## config.mk

```make
export PLATFORM = sky130hd
export DESIGN_NAME = drive_control_status_words
export DESIGN_NICKNAME = d
export VERILOG_FILES = /design/src/include/drive_control_pkg.sv /design/src/core/drive_control_status_words.sv
export VERILOG_INCLUDE_DIRS = /design/src /design/src/include
export SDC_FILE = /design/constraint.sdc
export NUM_CORES = 1
export LEC_CHECK = 0
export ABC_AREA = 1
export CAP_MARGIN = 20
export CORE_UTILIZATION = 42
export DETAILED_ROUTE_END_ITERATION = 10
export DONT_BUFFER_PORTS = 1
export PLACE_DENSITY = 0.53
export RECOVER_POWER = 25
export SETUP_SLACK_MARGIN = 0.3
export SYNTH_ARGS = -nofsm -noshare
export SYNTH_HDL_FRONTEND = slang
export SYNTH_SLANG_ARGS = --single-unit
```

## constraint.sdc

```tcl
create_clock -name sys_clk -period 2.8 [get_ports sys_clk]
set_input_delay 0.56 -clock sys_clk [delete_from_list [all_inputs] [get_ports sys_clk]]
set_output_delay 0.56 -clock sys_clk [all_outputs]
set_load 0.02 [all_outputs]
```

## src/include/drive_control_defines.svh

```systemverilog
// Bit positions and widths of the cyclic control and status words.
`ifndef DRIVE_CONTROL_DEFINES_SVH
`define DRIVE_CONTROL_DEFINES_SVH
`define WORD_W 16
`define LIFE_W 4
`define LIFE_LSB 12
`define LIFE_MSB 15
`define CW_SWITCH_ON 0
`define CW_NO_COAST 1
`define CW_NO_QUICK 2
`define CW_ENABLE_OP 3
`define CW_NO_REJECT 4
`define CW_NO_PAUSE 5
`define CW_TASK_START 6
`define CW_FAULT_ACK 7
`define CW_FIRST_JOG 8
`define CW_SECOND_JOG 9
`define CW_REMOTE 10
`define CW_HOMING 11
`define AW_RAMP_BYPASS 4
`define AW_INT_INHIBIT 6
`define AW_FIXED_STOP 8
`define PW_ABSOLUTE 8
`define PW_DIRECT 15
`define PW2_SOFT_LIMIT 14
`define SW_READY_ON 0
`define SW_READY_OP 1
`define SW_OP_ENABLED 2
`define SW_FAULT 3
`define SW_NO_COAST 4
`define SW_NO_QUICK 5
`define SW_INHIBIT 6
`define SW_WARNING 7
`define SW_SPEED_TOL 8
`define SW_CONTROL_REQ 9
`define SW_COMPARE 10
`define ZERO_WORD 16'h0000
`define ZERO_LIFE 4'h0
`define ONE_LIFE 4'h1
`endif

```

## src/include/drive_control_pkg.sv

```systemverilog
// Types shared by the control word interpreter.
`include "drive_control_defines.svh"
package drive_control_pkg;
    typedef enum logic [2:0] {
        INHIBITED,
        READY_ON,
        SWITCHED_ON,
        OPERATING,
        RAMP_STOPPING,
        QUICK_STOPPING
    } drive_state_type;

    typedef struct packed {
        drive_state_type state;
        logic [`WORD_W-1:0] mainWord;
        logic [`WORD_W-1:0] auxWord;
        logic [`WORD_W-1:0] posWord;
        logic [`WORD_W-1:0] posWordTwo;
        logic remote;
        logic taskStart;
        logic faultAck;
        logic lifeFault;
        logic [`LIFE_W-1:0] slaveLife;
        logic [`WORD_W-1:0] mainStatus;
        logic [`WORD_W-1:0] auxStatus;
        logic pulseEnable;
        logic rampStop;
        logic quickStop;
        logic taskReject;
        logic taskPause;
        logic firstJog;
        logic secondJog;
        logic homing;
        logic rampBypass;
        logic integratorInhibit;
    } core_type;
endpackage : drive_control_pkg

```

## src/core/drive_control_status_words.sv

```systemverilog
// Cyclic control word interpreter and main status word builder of the drive.
`timescale 1ns/1ps
`include "drive_control_defines.svh"
// What this block does
// - Switch-on bit set permits pulses; cleared brakes on normal ramp to ready.
// - Bit 1 cleared removes pulses at once and inhibits switching on.
// - Bit 2 cleared brakes on quick-stop ramp, then removes pulses, inhibits.
// - Pulses only while bit 3 set; clearing it cancels pulses.
// - Positioning: bit 4 cleared rejects task, ramps at maximum deceleration.
// - Positioning: bit 5 cleared pauses the current motion task.
// - Rising edge of bit 6 starts a motion task; level ignored.
// - Rising edge of bit 7 acknowledges and clears pending faults.
// - Bits 8 and 9 run first and second jog while set and operation is enabled.
// - Control accepted only while bit 10 set; request shown in status bit 9.
// - Positioning: bit 11 set runs homing, cleared stops it.
// - Auxiliary bit 8 commands travel to a fixed stop.
// - Auxiliary bits 12 to 15 hold master life counter, bit 12 lowest.
// - Speed telegrams: auxiliary bit 4 bypasses the ramp generator.
// - Speed telegrams: auxiliary bit 6 inhibits the speed integrator.
// - Positioning bit 8 selects absolute, else relative targets.
// - Positioning bit 15 selects direct setpoint positioning.
// - Second positioning word bit 14 enables software limit switches.
// - Status bits 0..2 show ready on, ready to operate, operation enabled.
// - Status bit 3 shows fault, bit 7 shows warning.
// - Status bits 4,5 show no coast, no quick stop; bit 6 inhibit.
// - Status bit 8 speed in tolerance, bit 10 comparison value reached.
// - Slave life counter returned in auxiliary status bits 12 to 15.
module drive_control_status_words #(
    parameter int LIFE_W = `LIFE_W
) (
    input wire logic sys_clk, // Drive clock, 20 MHz.
    input wire logic resetn, // Asynchronous reset, active low.
    input wire logic wordStrobe, // One-cycle pulse: new control words valid.
    input wire logic [15:0] mainControlWord, // Main control word.
    input wire logic [15:0] auxControlWord, // Auxiliary control word.
    input wire logic [15:0] posControlWord, // Positioning control word.
    input wire logic [15:0] posControlWordTwo, // Second positioning control word.
    input wire logic positioningMode, // 1 positioning telegram, 0 speed telegram.
    input wire logic lifeMonitorEnable, // Enables master life sign watch.
    input wire logic faultPresent, // Motion core fault level.
    input wire logic warningPresent, // Motion core warning level.
    input wire logic standstill, // Motion core reports motor at rest.
    input wire logic speedInTolerance, // Speed error within tolerance.
    input wire logic compareReached, // Comparison value reached or exceeded.
    output logic pulseEnable, // Power pulses allowed.
    output logic rampStop, // Brake along the normal ramp.
    output logic quickStop, // Brake along the quick-stop ramp.
    output logic taskReject, // Reject task, maximum deceleration.
    output logic taskPause, // Pause the current task.
    output logic taskStart, // One-cycle pulse: activate a task.
    output logic faultAck, // One-cycle pulse: clear acknowledged faults.
    output logic firstJog, // First jog running.
    output logic secondJog, // Second jog running.
    output logic homing, // Homing sequence running.
    output logic fixedStop, // Travel to fixed stop.
    output logic rampBypass, // Bypass ramp generator.
    output logic integratorInhibit, // Inhibit speed integrator.
    output logic absolutePos, // 1 absolute, 0 relative targets.
    output logic directSetpoint, // Direct setpoint positioning selected.
    output logic softLimits, // Software limit switches active.
    output logic [3:0] masterLife, // Received master life counter.
    output logic lifeSignFault, // Master life counter stalled.
    output logic [15:0] mainStatusWord, // Main status word.
    output logic [15:0] auxStatusWord // Auxiliary status word.
);
    // ----------------------------------------------------------------
    // Parameter check
    // ----------------------------------------------------------------
    // A wider counter would not fit the four-bit field of the auxiliary words.
    if (LIFE_W != `LIFE_MSB - `LIFE_LSB + 1) begin
        $error("LIFE_W must match the life sign field width.");
    end

    // ----------------------------------------------------------------
    // State
    // ----------------------------------------------------------------
    drive_control_pkg::core_type cur;
    drive_control_pkg::core_type next_cur;

    function automatic logic rose(input logic [15:0] nw, input logic [15:0] old,
                                  input int b);
        rose = nw[b] & ~old[b];
    endfunction : rose

    logic coastOk;
    logic quickOk;
    logic onReq;
    logic opReq;
    assign coastOk = cur.mainWord[`CW_NO_COAST];
    assign quickOk = cur.mainWord[`CW_NO_QUICK];
    assign onReq = cur.mainWord[`CW_SWITCH_ON];
    assign opReq = cur.mainWord[`CW_ENABLE_OP];

    always_comb begin
        logic accept;
        logic [3:0] oldLife;
        accept = 1'b0;
        oldLife = cur.auxWord[`LIFE_MSB:`LIFE_LSB];
        next_cur = cur;
        next_cur.taskStart = 1'b0;
        next_cur.faultAck = 1'b0;
        accept = wordStrobe & mainControlWord[`CW_REMOTE];
        if (wordStrobe) begin
            next_cur.remote = mainControlWord[`CW_REMOTE];
        end
        if (accept) begin
            next_cur.mainWord = mainControlWord;
            next_cur.auxWord = auxControlWord;
            next_cur.posWord = posControlWord;
            next_cur.posWordTwo = posControlWordTwo;
            next_cur.slaveLife = cur.slaveLife + `ONE_LIFE;
            next_cur.taskStart = rose(mainControlWord, cur.mainWord, `CW_TASK_START);
            next_cur.faultAck = rose(mainControlWord, cur.mainWord, `CW_FAULT_ACK);
        end
        // Acknowledge clears the stall flag, but a stall seen in the same cycle wins.
        if (next_cur.faultAck) begin
            next_cur.lifeFault = 1'b0;
        end
        if (accept && lifeMonitorEnable &&
            auxControlWord[`LIFE_MSB:`LIFE_LSB] == oldLife) begin
            next_cur.lifeFault = 1'b1;
        end
        // A fault stops everything immediately, like a coast stop.
        case (cur.state)
            drive_control_pkg::INHIBITED: begin
                // Inhibit until both stops released and switch-on low.
                if (!onReq && coastOk && quickOk && !faultPresent) begin
                    next_cur.state = drive_control_pkg::READY_ON;
                end
            end
            drive_control_pkg::READY_ON: begin
                if (!coastOk || !quickOk || faultPresent) begin
                    next_cur.state = drive_control_pkg::INHIBITED;
                end else if (onReq) begin
                    next_cur.state = drive_control_pkg::SWITCHED_ON;
                end
            end
            drive_control_pkg::SWITCHED_ON: begin
                if (!coastOk || !quickOk || faultPresent) begin
                    next_cur.state = drive_control_pkg::INHIBITED;
                end else if (!onReq) begin
                    next_cur.state = drive_control_pkg::READY_ON;
                end else if (opReq) begin
                    next_cur.state = drive_control_pkg::OPERATING;
                end
            end
            drive_control_pkg::OPERATING: begin
                if (!coastOk || faultPresent) begin
                    next_cur.state = drive_control_pkg::INHIBITED;
                end else if (!quickOk) begin
                    next_cur.state = drive_control_pkg::QUICK_STOPPING;
                end else if (!onReq) begin
                    next_cur.state = drive_control_pkg::RAMP_STOPPING;
                end else if (!opReq) begin
                    next_cur.state = drive_control_pkg::SWITCHED_ON;
                end
            end
            drive_control_pkg::RAMP_STOPPING: begin
                if (!coastOk || faultPresent || !opReq) begin
                    next_cur.state = drive_control_pkg::INHIBITED;
                end else if (!quickOk) begin
                    next_cur.state = drive_control_pkg::QUICK_STOPPING;
                end else if (standstill) begin
                    // Back to ready once at rest.
                    next_cur.state = drive_control_pkg::READY_ON;
                end
            end
            drive_control_pkg::QUICK_STOPPING: begin
                // Pulses off and inhibit after the quick ramp.
                if (!coastOk || faultPresent || standstill || !opReq) begin
                    next_cur.state = drive_control_pkg::INHIBITED;
                end
            end
            default: begin
                next_cur.state = drive_control_pkg::INHIBITED;
            end
        endcase
        // Main status word; reserved bits zero.
        next_cur.mainStatus = `ZERO_WORD;
        next_cur.mainStatus[`SW_READY_ON] =
            next_cur.state != drive_control_pkg::INHIBITED;
        next_cur.mainStatus[`SW_READY_OP] =
            next_cur.state != drive_control_pkg::INHIBITED &&
            next_cur.state != drive_control_pkg::READY_ON;
        next_cur.mainStatus[`SW_OP_ENABLED] =
            next_cur.state == drive_control_pkg::OPERATING;
        next_cur.mainStatus[`SW_FAULT] = faultPresent | next_cur.lifeFault;
        next_cur.mainStatus[`SW_NO_COAST] = next_cur.mainWord[`CW_NO_COAST];
        next_cur.mainStatus[`SW_NO_QUICK] = next_cur.mainWord[`CW_NO_QUICK];
        next_cur.mainStatus[`SW_INHIBIT] =
            next_cur.state == drive_control_pkg::INHIBITED;
        next_cur.mainStatus[`SW_WARNING] = warningPresent;
        next_cur.mainStatus[`SW_SPEED_TOL] = speedInTolerance;
        next_cur.mainStatus[`SW_CONTROL_REQ] = next_cur.remote;
        next_cur.mainStatus[`SW_COMPARE] = compareReached;
        // Slave life sign and fixed-stop echo.
        next_cur.auxStatus = `ZERO_WORD;
        next_cur.auxStatus[`LIFE_MSB:`LIFE_LSB] = next_cur.slaveLife;
        next_cur.auxStatus[`AW_FIXED_STOP] = next_cur.auxWord[`AW_FIXED_STOP];
        // Pin levels are decoded from the next state and registered with it, so they
        // change on the same edge as the status word and never glitch.
        // A change of positioningMode reaches the mode-gated pins one clock later.
        // Pulses while running or braking.
        next_cur.pulseEnable = next_cur.state == drive_control_pkg::OPERATING ||
            next_cur.state == drive_control_pkg::RAMP_STOPPING ||
            next_cur.state == drive_control_pkg::QUICK_STOPPING;
        next_cur.rampStop = next_cur.state == drive_control_pkg::RAMP_STOPPING;
        next_cur.quickStop = next_cur.state == drive_control_pkg::QUICK_STOPPING;
        next_cur.taskReject = positioningMode & ~next_cur.mainWord[`CW_NO_REJECT];
        next_cur.taskPause = positioningMode & ~next_cur.mainWord[`CW_NO_PAUSE];
        next_cur.firstJog = next_cur.mainWord[`CW_FIRST_JOG] &
            (next_cur.state == drive_control_pkg::OPERATING);
        next_cur.secondJog = next_cur.mainWord[`CW_SECOND_JOG] &
            (next_cur.state == drive_control_pkg::OPERATING);
        next_cur.homing = positioningMode & next_cur.mainWord[`CW_HOMING];
        next_cur.rampBypass = ~positioningMode & next_cur.auxWord[`AW_RAMP_BYPASS];
        next_cur.integratorInhibit = ~positioningMode & next_cur.auxWord[`AW_INT_INHIBIT];
    end

    always_ff @(posedge sys_clk or negedge resetn) begin
        if (!resetn) begin
            cur.state <= drive_control_pkg::INHIBITED;
            cur.mainWord <= `ZERO_WORD;
            cur.auxWord <= `ZERO_WORD;
            cur.posWord <= `ZERO_WORD;
            cur.posWordTwo <= `ZERO_WORD;
            cur.remote <= 1'b0;
            cur.taskStart <= 1'b0;
            cur.faultAck <= 1'b0;
            cur.lifeFault <= 1'b0;
            cur.slaveLife <= `ZERO_LIFE;
            cur.mainStatus <= `ZERO_WORD;
            cur.auxStatus <= `ZERO_WORD;
            cur.pulseEnable <= 1'b0;
            cur.rampStop <= 1'b0;
            cur.quickStop <= 1'b0;
            cur.taskReject <= 1'b0;
            cur.taskPause <= 1'b0;
            cur.firstJog <= 1'b0;
            cur.secondJog <= 1'b0;
            cur.homing <= 1'b0;
            cur.rampBypass <= 1'b0;
            cur.integratorInhibit <= 1'b0;
        end else begin
            cur <= next_cur;
        end
    end

    // ----------------------------------------------------------------
    // Outputs
    // ----------------------------------------------------------------
    logic running;
    assign running = cur.state == drive_control_pkg::OPERATING;
    // Every pin below is a flip-flop or a slice of one.
    // Pulse and stop levels.
    assign pulseEnable = cur.pulseEnable;
    assign rampStop = cur.rampStop;
    assign quickStop = cur.quickStop;
    assign taskReject = cur.taskReject;
    assign taskPause = cur.taskPause;
    assign taskStart = cur.taskStart;
    assign faultAck = cur.faultAck;
    assign firstJog = cur.firstJog;
    assign secondJog = cur.secondJog;
    assign homing = cur.homing;
    assign fixedStop = cur.auxWord[`AW_FIXED_STOP];
    assign rampBypass = cur.rampBypass;
    assign integratorInhibit = cur.integratorInhibit;
    assign absolutePos = cur.posWord[`PW_ABSOLUTE];
    assign directSetpoint = cur.posWord[`PW_DIRECT];
    assign softLimits = cur.posWordTwo[`PW2_SOFT_LIMIT];
    assign masterLife = cur.auxWord[`LIFE_MSB:`LIFE_LSB];
    assign lifeSignFault = cur.lifeFault;
    assign mainStatusWord = cur.mainStatus;
    assign auxStatusWord = cur.auxStatus;
endmodule : drive_control_status_words

```

==> impl_results.md <==
- Worst slew pin tran: 1.222 ns
- Avg WL per Cell: 12.42 um
- Total gr overflow: 0
- CP endpoint: mainStatusWord[5]
- Min Tclk post-route: approximately 1.5 ns
- Die Span Y: 74.90 um
- Xor and xnor fraction of the mapped netlist area: 2.747%
- Mux contribution to synthesized area: 0%
- Worst skew pair latency: 0.29 ns
- Reg2reg end: pulseEnable
- TritonCTS buffer count: 5
- Crit. End Element: output pin
- P_leak: around 1.2 nW
- Max-cap viol count: 0
- Clock Pin Slew Worst Setup and Hold Paths: 0.09 ns
- Adder-cell share of the synthesized area: 0.5605%
- Reg-to-Reg Start: mainStatusWord[5]
- Fraction of layout instances using a drive strength above 1: between 10 and 15%
- Max Root-Sink Buffers: 2
- Residual DRC: 0
- Starting Density: 43.70%
- Row cnt: 26
- Setup violators final: 0
- Number of cells on the critical path: 0
- Final ANT Viol Nets: 0
- Reg2Reg Depth: 4
- Critical Path AT: 0.91 ns
- PortBufs: 0
- Final TNS setup: 0 ns
- Final Hold Vio Count: 0
- DR vias: 1326
- RSZ-0062 raised after global routing: no
- Pin count of the biggest net entering global routing: between 50 and 60
- First-pass GRT wire length: approximately 6000 um
- # resized after CTS: 0
- Post-synthesis cell count: ~240
- Critical path type: reg2out
- CP required: 2.24 ns
- R2R setup slack: 1.38 ns
- Total Die Area: around 5600 um^2
- H-tree Lvls: 2
- Largest family of logic cells by synthesized area: simple AND/OR/NAND/NOR gates
- First drt pass iteration count: 5
- Post-Route WL: 3677 um
- Status: finished, final reports clean
- All-layer global routing usage: 14.78%
- Yosys reg bits: 50
- Fin Clk Skew: 0.003710 ns
- # diodes: 0
- Initial antenna violation count: 0
- Ys Warns: 0
- Cell area power density: around 740 nW/um^2
- Post-Synth Simple-Gate Area: between 20% and 30%
- Root Buffer: clkbuf_8
- Hold_ws: 0.2847 ns
- Compound-Gate Fraction of Synth Area: 2.242%
- Period utilization: approximately 52%
- Peak VDD IR: 0.3917 mV
- Die width: 74.90 um
- Max Clock Freq: 680.4 MHz
- Filler cells: 531
- GP Congestion: between 0.7 and 0.8
- Post CTS Setup Buffer Count: 0
- CTS sink count: 50
- Number of vias per cell: 4.480
- Worst setup SP type: register
- Library cells used by synthesis: 21
- CTS tree: built
- I/O Pins: 127
- Max FO, Critical Path: 9
- Sequential area share after synthesis: a little under three fifths
- Synthesis-to-layout area growth: -1.345%
- Placed wire-length estimate: 2517 um
- Worst Setup SP: mainStatusWord[5]
- Nets: 300
- Worst slew margin: between 10% and 20%
- Netlist Area Pre-Place: 2232 um^2
- DRT iter0 DRCs: 57
- CORE AREA: 5107 um^2
- Hold WC Path Type: in2reg
- Origin of the worst min-delay path: compareReached
- Pins Over Slew Limit: 0
- Syn avg cell area: ~9.2 um^2
- Vias in the first global route: 1252
[sequential cells by signal (all words and copies together) (netlist names), 2 cells and up]
register / count
mainStatusWord: 11
masterLife: 4
auxStatusWord: 2
cur: 17
[synthesized netlist by cell type]
| cell type | count | area (um^2) |
|---|---|---|
| nand2_1 | 65 | 244.0 |
| dfrtp_1 | 50 | 1251 |
| buf_4 | 37 | 277.8 |
| nor2_1 | 20 | 75.07 |
| inv_1 | 16 | 60.06 |
| nand3_1 | 13 | 65.06 |
| o21ai_0 | 10 | 50.05 |
| or2_2 | 5 | 31.28 |
| xor2_1 | 5 | 43.79 |
| buf_2 | 3 | 15.01 |
| inv_2 | 3 | 11.26 |
| nor2_2 | 3 | 18.77 |
| nor3_1 | 3 | 15.01 |
| xnor2_1 | 2 | 17.52 |
| and2_4 | 1 | 8.760 |
| clkbuf_1 | 1 | 3.750 |
| conb_1 | 1 | 3.750 |
| ha_1 | 1 | 12.51 |
| nand3_2 | 1 | 10.01 |
| nand4_1 | 1 | 6.260 |
| nor2_4 | 1 | 11.26 |
[per-layer routing]
layer / wire length (um) / GRT usage [%] / vias up / part of all wire [%]
met4: 55 / 5.660 / 0 / 1.5
li1: - / - / 647 / -
met3: 290 / 6.024 / 6 / 7.9
met2: 1704 / 22.72 / 49 / 46
met1: 1627 / 18.70 / 624 / 44
met5: 0 / 0 / - / 0
[cell families after synthesis]
| logic type | after synthesis |
|---|---|
| AND/OR/NAND/NOR | 113 |
| XOR/XNOR | 7 |
| adder cells (fa/ha/maj) | 1 |
| other | 1 |
| AO/OA/AOI/OAI | 10 |
| flip-flops | 50 |
| buffers and inverters | 60 |
[per-stage QoR]
step	util (%)	total power [W]	cells	cell area [um^2]	setup WS (ns)
final	43.12	0.001621	296	2202	1.330
after global routing	43.12	0.001718	296	2202	1.187
after CTS	43.56	0.001651	296	2225	1.308
after detailed placement	40.86	0.001128	287	2087	1.169
after global placement	40.86	0.001123	287	2087	1.169
after floorplan	-	0.001177	257	2288	1.498
[area by class of cell]
type	count	area [um^2]	area share, %
Multi-Input combinational cell	147	669.4	30.40
Tap cell	70	87.58	3.977
Sequential cell	50	1251	56.82
Clock inverter	2	37.54	1.705
Clock buffer	6	72.57	3.295
Timing Repair Buffer	2	12.51	0.5682
Inverter	19	71.32	3.239
[cells in the final DEF, fill, tap and decap left out]
cell        count
and2_4          1
buf_4           1
bufinv_16       1
clkbuf_1        1
clkbuf_2        1
clkbuf_8        5
clkinvlp_4      1
conb_1         16
dfrtp_1        50
ha_1            1
inv_1          16
inv_2           3
nand2_1        65
nand3_1        13
nand3_2         1
nand4_1         1
nor2_1         20
nor2_2          3
nor2_4          1
nor3_1          3
o21ai_0        10
or2_2           5
xnor2_1         2
xor2_1          5
[worst min path at each step]
stage	to	slack, ns	cells after the start
6_report	mainStatusWord[10]	0.28	0
2_1_floorplan	absolutePos	0.26	0
3_3_place_gp	mainStatusWord[10]	0.27	0
5_1_grt	mainStatusWord[10]	0.25	0
4_1_cts	mainStatusWord[10]	0.11	1
3_5_place_dp	mainStatusWord[10]	0.27	0
[power by group]
part | switching, W | leakage (nW) | internal, W | total, W
Clock | 0.000230 | 0.0514 | 0.000267 | 0.000496
Sequential | 0.000157 | 0.626 | 0.000805 | 0.000962
Combinational | 0.000102 | 0.474 | 0.0000614 | 0.000164
[what timing repair did]
action	4_1_cts	5_1_grt
hold buffers	1	0
endpoints found under the setup margin	0	0
hold endpoints to repair	50	0
(Power assumes the default switching activity.)
